### src/logic/link_slot_pkg.sv
// Constants for the link and slot capability register bank
package link_slot_pkg;
  // ------------------------------------------------------------
  // Register selects
  // ------------------------------------------------------------
  localparam logic [1:0] SEL_LINK_CAP = 2'h0;
  localparam logic [1:0] SEL_LINK_STAT_CTL = 2'h1;
  localparam logic [1:0] SEL_SLOT_CAP = 2'h2;

  // ------------------------------------------------------------
  // Link capability fields
  // ------------------------------------------------------------
  localparam int PORT_NUM_LSB = 24;
  localparam int PORT_NUM_W = 8;
  localparam int DLL_REPORT_CAP_BIT = 20;
  localparam int CLK_PM_CAP_BIT = 18;
  localparam int L1_EXIT_LSB = 15;
  localparam logic [2:0] L1_EXIT_VAL = 3'h4;
  localparam int L0S_EXIT_LSB = 12;
  localparam logic [2:0] L0S_EXIT_VAL = 3'h0;
  localparam int ASPM_SUP_LSB = 10;
  localparam logic [1:0] ASPM_SUP_VAL = 2'h1;
  localparam int MAX_WIDTH_LSB = 4;
  localparam logic [5:0] WIDTH_X4 = 6'h04;
  localparam logic [5:0] WIDTH_X1 = 6'h01;
  localparam int MAX_SPEED_LSB = 0;
  localparam logic [3:0] SPEED_2G5 = 4'h1;

  // ------------------------------------------------------------
  // Link status / control fields
  // ------------------------------------------------------------
  localparam int DL_ACTIVE_BIT = 29;
  localparam int SLOT_CLK_BIT = 28;
  localparam int TRAINING_BIT = 27;
  localparam int NEG_WIDTH_LSB = 20;
  localparam logic [5:0] NEG_WIDTH_RESET = 6'h01;
  localparam int NEG_SPEED_LSB = 16;
  localparam int CLK_PM_EN_BIT = 8;
  localparam int EXT_SYNC_BIT = 7;
  localparam int COMMON_CLK_BIT = 6;
  localparam int RETRAIN_BIT = 5;
  localparam int LINK_DIS_BIT = 4;
  localparam int RCB_BIT = 3;
  localparam int ASPM_CTL_LSB = 0;
  localparam logic [1:0] ASPM_CTL_RESET = 2'h0;

  // ------------------------------------------------------------
  // Slot capability fields
  // ------------------------------------------------------------
  localparam int PWR_FIELDS_LSB = 7;
  localparam int PWR_FIELDS_W = 10;
  localparam logic [31:0] SLOT_CAP_RESET = 32'h0000_0000;
endpackage

### src/logic/link_slot_regs.sv
// Link capability, link status/control and slot capability register bank
`timescale 1ns/10ps
// Overview of operation
// L0s exit latency reads 000, read-only
// ASPM support field fixed at 01
// Max width x4 instance zero, x1 others
// Max link speed reads 1, read-only
// Bit 29 shows data link active state
// Slot clock bit local-writable, link read-only
// Bit 27 high during link training
// Negotiated width in bits 25:20, reset 000001
// Negotiated link speed reads 1
// Clock PM enable link-written, zero without capability
// Extended sync bit drives extra ordered sets
// Common clock bit feeds exit latency logic
// Writing 1 retrains link, root port only; reads 0
// Writing 1 disables link, root port only
// RCB root reads 1, endpoint writable
// ASPM control field, 00 off, 01 L0s
// Reserved bits read as zero
// Slot capability local-writable, link read-only
// Slot number programmed by software, resets zero
// Command-complete bit set by software
// Power scale write sends power message
// Power value in bits 14:7, sends message
// Hot plug presence bits set by software
// Capability bit 20 enables active reporting
// Active-state change sets sticky flag, cleared by dll_changed_clear
// One power message per modifying write
module link_slot_regs #(
  parameter int INSTANCE = 0
) (
  input wire logic clk_sys,
  input wire logic reset_n,
  input wire logic root_port_mode,
  input wire logic [1:0] lcl_sel,
  input wire logic lcl_wr,
  input wire logic lcl_rd,
  input wire logic [31:0] lcl_wdata,
  output logic [31:0] lcl_rdata,
  input wire logic [1:0] cfg_sel,
  input wire logic cfg_wr,
  input wire logic cfg_rd,
  input wire logic [31:0] cfg_wdata,
  output logic [31:0] cfg_rdata,
  input wire logic dl_active,
  input wire logic link_training,
  input wire logic [5:0] negotiated_width,
  input wire logic clock_pm_capable,
  input wire logic dll_changed_clear,
  output logic dll_changed_flag,
  output logic retrain_pulse,
  output logic link_disable,
  output logic ext_sync_en,
  output logic common_clk_en,
  output logic clock_pm_en,
  output logic [1:0] aspm_ctl,
  output logic rcb_128,
  output logic slot_clk_cfg,
  output logic [31:0] slot_cap,
  output logic slot_power_msg
);
  logic [7:0] port_num_reg;
  logic dll_cap_reg;
  logic slot_clk_reg;
  logic clk_pm_en_reg;
  logic ext_sync_reg;
  logic common_clk_reg;
  logic link_dis_reg;
  logic rcb_reg;
  logic [1:0] aspm_reg;
  logic [31:0] slot_cap_reg;
  logic [5:0] neg_width_reg;
  logic dl_seen_reg;
  logic dll_changed_reg;
  logic retrain_reg;
  logic msg_reg;
  logic [31:0] lcl_rdata_reg;
  logic [31:0] cfg_rdata_reg;
  logic [31:0] link_cap_word;
  logic [31:0] link_sc_word;
  logic [5:0] max_width;
  logic dl_reported;
  logic lcl_wr_lsc;
  logic cfg_wr_lsc;
  localparam int PWR_W = link_slot_pkg::PWR_FIELDS_W;
  logic [PWR_W-1:0] pwr_new;

  assign max_width = (INSTANCE == 0) ? link_slot_pkg::WIDTH_X4 : link_slot_pkg::WIDTH_X1;
  assign dl_reported = dl_active & dll_cap_reg;
  assign lcl_wr_lsc = lcl_wr && (lcl_sel == link_slot_pkg::SEL_LINK_STAT_CTL);
  assign cfg_wr_lsc = cfg_wr && (cfg_sel == link_slot_pkg::SEL_LINK_STAT_CTL);
  assign pwr_new = lcl_wdata[link_slot_pkg::PWR_FIELDS_LSB +: PWR_W];

  // ------------------------------------------------------------
  // Read words
  // ------------------------------------------------------------
  always_comb begin
    link_cap_word = 32'h0000_0000;
    link_cap_word[link_slot_pkg::PORT_NUM_LSB +: link_slot_pkg::PORT_NUM_W] = port_num_reg;
    link_cap_word[link_slot_pkg::DLL_REPORT_CAP_BIT] = dll_cap_reg;
    link_cap_word[link_slot_pkg::CLK_PM_CAP_BIT] = clock_pm_capable;
    link_cap_word[link_slot_pkg::L1_EXIT_LSB +: 3] = link_slot_pkg::L1_EXIT_VAL;
    link_cap_word[link_slot_pkg::L0S_EXIT_LSB +: 3] = link_slot_pkg::L0S_EXIT_VAL;
    link_cap_word[link_slot_pkg::ASPM_SUP_LSB +: 2] = link_slot_pkg::ASPM_SUP_VAL;
    link_cap_word[link_slot_pkg::MAX_WIDTH_LSB +: 6] = max_width;
    link_cap_word[link_slot_pkg::MAX_SPEED_LSB +: 4] = link_slot_pkg::SPEED_2G5;
  end

  always_comb begin
    link_sc_word = 32'h0000_0000;
    link_sc_word[link_slot_pkg::DL_ACTIVE_BIT] = dl_reported;
    link_sc_word[link_slot_pkg::SLOT_CLK_BIT] = slot_clk_reg;
    link_sc_word[link_slot_pkg::TRAINING_BIT] = link_training;
    link_sc_word[link_slot_pkg::NEG_WIDTH_LSB +: 6] = neg_width_reg;
    link_sc_word[link_slot_pkg::NEG_SPEED_LSB +: 4] = link_slot_pkg::SPEED_2G5;
    link_sc_word[link_slot_pkg::CLK_PM_EN_BIT] = clk_pm_en_reg;
    link_sc_word[link_slot_pkg::EXT_SYNC_BIT] = ext_sync_reg;
    link_sc_word[link_slot_pkg::COMMON_CLK_BIT] = common_clk_reg;
    link_sc_word[link_slot_pkg::RETRAIN_BIT] = 1'b0;
    link_sc_word[link_slot_pkg::LINK_DIS_BIT] = link_dis_reg;
    link_sc_word[link_slot_pkg::RCB_BIT] = root_port_mode | rcb_reg;
    link_sc_word[link_slot_pkg::ASPM_CTL_LSB +: 2] = aspm_reg;
  end

  function automatic logic [31:0] pick(input logic [1:0] sel, input logic [31:0] a,
                                       input logic [31:0] b, input logic [31:0] c);
    case (sel)
      link_slot_pkg::SEL_LINK_CAP: pick = a;
      link_slot_pkg::SEL_LINK_STAT_CTL: pick = b;
      link_slot_pkg::SEL_SLOT_CAP: pick = c;
      default: pick = 32'h0000_0000;
    endcase
  endfunction

  // ------------------------------------------------------------
  // Read ports
  // ------------------------------------------------------------
  // Read data holds until the next read on that port
  always_ff @(posedge clk_sys or negedge reset_n) begin
    if (!reset_n) begin
      lcl_rdata_reg <= 32'h0000_0000;
    end else if (lcl_rd) begin
      lcl_rdata_reg <= pick(lcl_sel, link_cap_word, link_sc_word, slot_cap_reg);
    end
  end

  always_ff @(posedge clk_sys or negedge reset_n) begin
    if (!reset_n) begin
      cfg_rdata_reg <= 32'h0000_0000;
    end else if (cfg_rd) begin
      cfg_rdata_reg <= pick(cfg_sel, link_cap_word, link_sc_word, slot_cap_reg);
    end
  end

  // ------------------------------------------------------------
  // Link capability, local side only
  // ------------------------------------------------------------
  always_ff @(posedge clk_sys or negedge reset_n) begin
    if (!reset_n) begin
      port_num_reg <= 8'h00;
      dll_cap_reg <= 1'b0;
    end else if (lcl_wr && (lcl_sel == link_slot_pkg::SEL_LINK_CAP)) begin
      port_num_reg <= lcl_wdata[link_slot_pkg::PORT_NUM_LSB +: link_slot_pkg::PORT_NUM_W];
      dll_cap_reg <= lcl_wdata[link_slot_pkg::DLL_REPORT_CAP_BIT];
    end
  end

  // ------------------------------------------------------------
  // Link control
  // ------------------------------------------------------------
  always_ff @(posedge clk_sys or negedge reset_n) begin
    if (!reset_n) begin
      slot_clk_reg <= 1'b0;
    end else if (lcl_wr_lsc) begin
      slot_clk_reg <= lcl_wdata[link_slot_pkg::SLOT_CLK_BIT];
    end
  end

  // Link side wins when both sides write in one cycle
  always_ff @(posedge clk_sys or negedge reset_n) begin
    if (!reset_n) begin
      ext_sync_reg <= 1'b0;
      common_clk_reg <= 1'b0;
    end else if (cfg_wr_lsc || lcl_wr_lsc) begin
      ext_sync_reg <= cfg_wr_lsc ? cfg_wdata[link_slot_pkg::EXT_SYNC_BIT]
                                 : lcl_wdata[link_slot_pkg::EXT_SYNC_BIT];
      common_clk_reg <= cfg_wr_lsc ? cfg_wdata[link_slot_pkg::COMMON_CLK_BIT]
                                   : lcl_wdata[link_slot_pkg::COMMON_CLK_BIT];
    end
  end

  // Stored in both modes; only the output is gated by root port mode
  always_ff @(posedge clk_sys or negedge reset_n) begin
    if (!reset_n) begin
      link_dis_reg <= 1'b0;
    end else if (cfg_wr_lsc || lcl_wr_lsc) begin
      link_dis_reg <= cfg_wr_lsc ? cfg_wdata[link_slot_pkg::LINK_DIS_BIT]
                                 : lcl_wdata[link_slot_pkg::LINK_DIS_BIT];
    end
  end

  // Root port pins the boundary at 128 bytes, so writes count only as endpoint
  always_ff @(posedge clk_sys or negedge reset_n) begin
    if (!reset_n) begin
      rcb_reg <= 1'b0;
    end else if ((cfg_wr_lsc || lcl_wr_lsc) && !root_port_mode) begin
      rcb_reg <= cfg_wr_lsc ? cfg_wdata[link_slot_pkg::RCB_BIT]
                            : lcl_wdata[link_slot_pkg::RCB_BIT];
    end
  end

  // Prohibited codes are kept as written; software must not use them
  always_ff @(posedge clk_sys or negedge reset_n) begin
    if (!reset_n) begin
      aspm_reg <= link_slot_pkg::ASPM_CTL_RESET;
    end else if (cfg_wr_lsc || lcl_wr_lsc) begin
      aspm_reg <= cfg_wr_lsc ? cfg_wdata[link_slot_pkg::ASPM_CTL_LSB +: 2]
                             : lcl_wdata[link_slot_pkg::ASPM_CTL_LSB +: 2];
    end
  end

  // Without the capability the enable is forced low, stored value too
  always_ff @(posedge clk_sys or negedge reset_n) begin
    if (!reset_n) begin
      clk_pm_en_reg <= 1'b0;
    end else if (!clock_pm_capable) begin
      clk_pm_en_reg <= 1'b0;
    end else if (cfg_wr_lsc) begin
      clk_pm_en_reg <= cfg_wdata[link_slot_pkg::CLK_PM_EN_BIT];
    end
  end

  always_ff @(posedge clk_sys or negedge reset_n) begin
    if (!reset_n) begin
      retrain_reg <= 1'b0;
    end else begin
      retrain_reg <= root_port_mode &&
                     ((cfg_wr_lsc && cfg_wdata[link_slot_pkg::RETRAIN_BIT]) ||
                      (lcl_wr_lsc && lcl_wdata[link_slot_pkg::RETRAIN_BIT]));
    end
  end

  // ------------------------------------------------------------
  // Link status tracking
  // ------------------------------------------------------------
  always_ff @(posedge clk_sys or negedge reset_n) begin
    if (!reset_n) begin
      neg_width_reg <= link_slot_pkg::NEG_WIDTH_RESET;
    end else begin
      neg_width_reg <= negotiated_width;
    end
  end

  // Set beats clear so a change in the clearing cycle is kept
  always_ff @(posedge clk_sys or negedge reset_n) begin
    if (!reset_n) begin
      dl_seen_reg <= 1'b0;
      dll_changed_reg <= 1'b0;
    end else begin
      dl_seen_reg <= dl_reported;
      if (dl_reported != dl_seen_reg) begin
        dll_changed_reg <= 1'b1;
      end else if (dll_changed_clear) begin
        dll_changed_reg <= 1'b0;
      end
    end
  end

  // ------------------------------------------------------------
  // Slot capability, stored, with power message on power field change
  // ------------------------------------------------------------
  always_ff @(posedge clk_sys or negedge reset_n) begin
    if (!reset_n) begin
      slot_cap_reg <= link_slot_pkg::SLOT_CAP_RESET;
    end else if (lcl_wr && (lcl_sel == link_slot_pkg::SEL_SLOT_CAP)) begin
      slot_cap_reg <= lcl_wdata;
    end
  end

  // Both power fields share one compare, so one message per modifying write
  always_ff @(posedge clk_sys or negedge reset_n) begin
    if (!reset_n) begin
      msg_reg <= 1'b0;
    end else begin
      msg_reg <= lcl_wr && (lcl_sel == link_slot_pkg::SEL_SLOT_CAP) &&
                 (pwr_new != slot_cap_reg[link_slot_pkg::PWR_FIELDS_LSB +: PWR_W]);
    end
  end

  // ------------------------------------------------------------
  // Outputs
  // ------------------------------------------------------------
  assign lcl_rdata = lcl_rdata_reg;
  assign cfg_rdata = cfg_rdata_reg;
  assign dll_changed_flag = dll_changed_reg;
  assign retrain_pulse = retrain_reg;
  assign link_disable = link_dis_reg & root_port_mode;
  assign ext_sync_en = ext_sync_reg;
  assign common_clk_en = common_clk_reg;
  assign clock_pm_en = clk_pm_en_reg;
  assign aspm_ctl = aspm_reg;
  assign rcb_128 = root_port_mode | rcb_reg;
  assign slot_clk_cfg = slot_clk_reg;
  assign slot_cap = slot_cap_reg;
  assign slot_power_msg = msg_reg;
endmodule

### config.mk
export PLATFORM = sky130hd
export DESIGN_NAME = link_slot_regs
export DESIGN_NICKNAME = d
export VERILOG_FILES = /design/src/logic/link_slot_pkg.sv /design/src/logic/link_slot_regs.sv
export SDC_FILE = /design/constraint.sdc
export NUM_CORES = 1
export LEC_CHECK = 0
export BUFFER_PORTS_ARGS = -buffer_cell sky130_fd_sc_hd__buf_2
export CAP_MARGIN = 20
export CORE_MARGIN = 2
export CORE_UTILIZATION = 50
export DETAILED_ROUTE_END_ITERATION = 8
export MAX_ROUTING_LAYER = met4
export PLACE_DENSITY = 0.8
export SLEW_MARGIN = 20
export SYNTH_ARGS = -nofsm -noshare
export SYNTH_HDL_FRONTEND = slang
export SYNTH_SLANG_ARGS = --single-unit
### constraint.sdc
create_clock -name clk_sys -period 1.45 [get_ports clk_sys]
set_input_delay 0.29 -clock clk_sys [delete_from_list [all_inputs] [get_ports clk_sys]]
set_output_delay 0.29 -clock clk_sys [all_outputs]
set_load 0.01 [all_outputs]
* Yosys cells after proc, flatten, opt, wreduce, memory -nomap -nowiden
Index checks and enable logic that the tools add are counted.
Operators by class: bitwise gates (word level) 3, mux-type cells 11, equal/unequal tests 7, reductions and logical operators 15
Operator list (number):
- case mux 32 bit (3 select lines) | 2
- != test 10 bit | 1
- logical AND 1 bit | 9
- 2-to-1 mux 1 bit | 8
- equality test 2 x 1 -> 1 bit (second input constant) | 2
- equality test 2 bit (second input constant) | 2
- zero test 2 bit | 2
- bitwise AND 1 bit | 2
- logical OR 1 bit | 2
- 2-to-1 mux 2 bit | 1
- != test 2 x 1 -> 1 bit (second input constant) | 1
- nonzero test 2 bit | 1
- zero test 1 bit | 1
- != test 1 bit | 1
- OR 1 bit | 1
Word-level totals: bits in registers 123, word-level logic and storage cells 53, bits of input ports 85

* Logic depth before layout (Yosys ltp)
depth in word-level cells 5, depth in mapped cells 6, mapped depth without buffers 3

* Worst setup path before layout
Ideal clock, no wire load.
kind input port to flip-flop, start point input lcl_sel[1], end point register slot_cap_reg[10], in the netlist slot_cap[10], cell stages on the path 6, slack 0.053 ns, path buffers 3, arrival 1.272 ns, cells stage by stage buf_4 -> nor2b_2 -> buf_6 -> nand2_4 -> buf_6 -> mux2_4
On the way: word-level cells in the longest chain between the ends 2
RTL lines:
- from (decl) | line link_slot_regs.sv:36 | input wire logic [1:0] lcl_sel,
- equality test 2 bit | line link_slot_regs.sv:276 | end else if (lcl_wr && (lcl_sel == link_slot_pkg::SEL_SLOT_CAP)) begin
- logical AND 1 bit | line link_slot_regs.sv:276
- to (signal assigned) | line link_slot_regs.sv:275 | slot_cap_reg <= link_slot_pkg::SLOT_CAP_RESET;
- to (signal assigned) | line link_slot_regs.sv:277 | slot_cap_reg <= lcl_wdata;
- to (decl) | line link_slot_regs.sv:72 | logic [31:0] slot_cap_reg;
Every way passes these cells. A chain may end at the register's enable or synchronous reset.

* Final worst setup path
start point register rcb_reg, end point output rcb_128
On the way: word-level cells in the longest chain between the ends 1
RTL lines:
- from (decl) | line link_slot_regs.sv:70 | logic rcb_reg;
- from (signal assigned) | line link_slot_regs.sv:208 | rcb_reg <= cfg_wr_lsc ? cfg_wdata[link_slot_pkg::RCB_BIT]
- OR 1 bit | line link_slot_regs.sv:303 | assign rcb_128 = root_port_mode | rcb_reg;
- to (decl) | line link_slot_regs.sv:58 | output logic rcb_128,
Every way passes these cells.

==> summary.txt <==
Routing
  – Routed WL per cell: 18.0 um
  – Via Count: 4475
  – Routed Antenna Nets: 0
  – Drt first pass iters: 5
  – Via density: 5.45
  – Initial DRC Count: 380
  – DRC viols: 0
  – Detailed-route wire length: 14800 um

Power
  – Total power: 10.1 mW
  – Maximum VDD drop: 0.855 mV
  – Pleak: 3.64 nW
  – Clock power frac: 36.9%
  – Int Power: 7.24 mW
  – Combinational Power Share: 20.0%
  – Net Sw Frac: 28.3%
  – Power Density: 1390 nW/um2
  – Flop pwr share: 43.2%
  – NetSw: 2.86 mW

Synth
  – Largest cells by area after synthesis: dfrtp_1, mux2_4, mux2_2
  – Ys async rst share: 100%
  – Synth top area share: 56.2%
  – Syn_nets: 557
  – Post-synthesis sequential area ratio: 56.7%
  – Post-Syn Instances: 472
  – Synthesized flop and latch total: 123
  – Post-synth cell types: 36
  – Post-synth top cells: dfrtp_1, a21oi_1, inv_1
  – EDFF count, synth: 0
  – Post-Syn Area: 5430 um2
  – Synthesized area per cell: 11.5 um2
  – Primary FF master, synth: dfrtp_1
  – Largest area contributor in the netlist: dfrtp_1
  – Yosys warns: 0
  – Most numerous cell in the Yosys netlist: dfrtp_1

Global route
  – Vias in the first global route: 4434
  – GRT Residual Overflow: 0
  – Largest net degree at the start of global routing: 46
  – First-pass GRT wire length: 23000 um
  – Initial antenna violation count: 0
  – GRT Total Usage: 26.8%

Setup path
  – Critical path launch point type: flop
  – Critical Path RT: 1160 ps
  – Element type at the critical path end: output pin
  – CP Max Fanout: 2
  – Critical path type: flop to output pin
  – Critical path arrival: 1240 ps

Layout
  – Fin area: 7260 um2
  – Final #Nets: 753
  – Layout area overhead: 33.7%
  – Fillers: 817
  – Antenna diodes: 0
  – Fraction of layout cells with a size suffix above 1: 43.0%
  – Final cell count without fillers: 821

Timing
  – Clock Skew: 7.17 ps
  – Worst Tran Pin Value: 397 ps
  – Final setup margin: -80.3 ps
  – Time the worst path needs with I/O delays and setup: 1530 ps
  – Final period utilization: 106%
  – Setup TNS: -85.7 ps
  – Max Clk Rate: 0.653 GHz
  – Hold Violations, Final: 0
  – Final count of negative-setup-slack endpoints: 2
  – RSZ-0062 raised after global routing: yes
  – Max Transition Viols Final: 0
  – Max_slew headroom: 73.3%

Clock network
  – CTS clock-pin slew for the worst setup and hold paths: 50 ps
  – Number of CTS-inserted buffers: 17
  – Max clock buf depth: 2
  – Htree depth: 4
  – CTS Sinks: 123
  – Clk_lat worst skew: 510 ps
  – Clock Tree Root: clkbuf_8
  – CTS tree: done

Floorplan
  – Area of the core: 10700 um2
  – DIE WIDTH: 108 um
  – Initial Util: 50.7%
  – Die height: 108 um
  – I/O pin count: 192
  – Rows: 38
  – Die Area: 11700 um2

Status
  – Failing checks: negative setup slack
  – Outcome: complete, but fails checks

Placement
  – Dpl cells: 773
  – Setup WS pre-CTS: -10.2 ps
  – Placed instance area: 6570 um2
  – IO buf count: 167
  – Gp weighted congestion: 0.842
  – Post-DP HPWL: 10400 um

Min path
  – Worst min-delay path class: input port to flop

Flow run
  – Max-cap violations: 0
[worst paths after layout]
check                                   start  depth (start not counted)                to  slack, ps
worst max-delay path                  rcb_reg                          2           rcb_128        -80
worst min-delay path            lcl_wdata[19]                          2      slot_cap[19]         20
worst max register to register   slot_cap[15]                          3    slot_power_msg        150
worst min register to register  lcl_rdata[17]                          1     lcl_rdata[17]        510
max in group asynchronous             reset_n                          3  neg_width_reg[0]        660
min in group asynchronous             reset_n                          2     cfg_rdata[11]        210
[area by class of cell]
class / count / area [um2] / share of cell area (%)
clock buffer: 23 / 447 / 6.16
tap: 140 / 175 / 2.41
sequential: 123 / 3090 / 42.5
multi-input combinational: 277 / 2030 / 28.0
timing repair buffer: 210 / 1300 / 17.9
inverter: 39 / 146 / 2.02
clock inverter: 9 / 72.6 / 1.00
[what timing repair did]
item	in CTS	in global routing
setup buffers	2	1
hold buffers	13	0
resized for setup	3	4
setup endpoints to repair	3	6
pin swaps	1	0
endpoints found under the hold margin	43	0
[worst max-delay path, stage by stage, from the launching register on]
cell and delay, ps:
dfrtp_1 380, or2_4 240, buf_6 120
[per-stage QoR]
| stage | utilization [%] | hold WS (ps) |
|---|---|---|
| final | 67.8 | 21.4 |
| after global routing | 67.8 | 4.50 |
| after CTS | 67.7 | 1.88 |
| after detailed placement | 61.4 | 209 |
| after global placement | 61.4 | 200 |
| after floorplan | - | -5.59 |
[cell usage in the layout, fill, tap and decap left out, types with 7 or more instances in the layout]
cell type	netlist	layout
buf_4	3	23
a31oi_1	7	7
buf_12	0	8
inv_1	37	37
nor2_1	36	36
clkbuf_16	0	16
clkinv_2	0	7
dlygate4sd3_1	0	13
mux2_2	28	28
a22oi_1	26	26
xor2_1	11	11
nand3_1	19	19
o21ai_0	23	23
o22ai_1	9	9
mux2i_1	8	8
a21oi_1	37	37
buf_2	12	165
mux2_4	29	29
dfrtp_1	122	117
nand2_1	17	17
[per-layer routing]
layer  vias up  share of wire, %  GRT usage (%)
li1       2032                 -              -
met5         -                 0              -
met2       214                49           42.0
met1      2216                42           34.2
met4         0              0.99           8.79
met3        13               8.1           7.05
[power groups by stage]
| stage | clock network [mW] | registers [mW] | logic [mW] |
|---|---|---|---|
| after floorplan | 0 | 4.49 | 0.914 |
| after global placement | 0 | 4.36 | 1.90 |
| after detailed placement | 0 | 4.39 | 1.95 |
| after CTS | 3.78 | 4.34 | 2.02 |
| after global routing | 3.95 | 4.41 | 2.20 |
| final | 3.72 | 4.36 | 2.02 |
[logic make-up after synthesis]
group                  count (synthesis)  synth area share [%]
AND/OR/NAND/NOR                       91                  7.93
buffers and inverters                 72                  6.02
XOR/XNOR                              11                  1.77
multiplexers                          65                  15.3
flip-flops                           123                  56.7
AO/OA/AOI/OAI                        110                  12.2
Note: power is estimated with default switching activity, not from simulation.
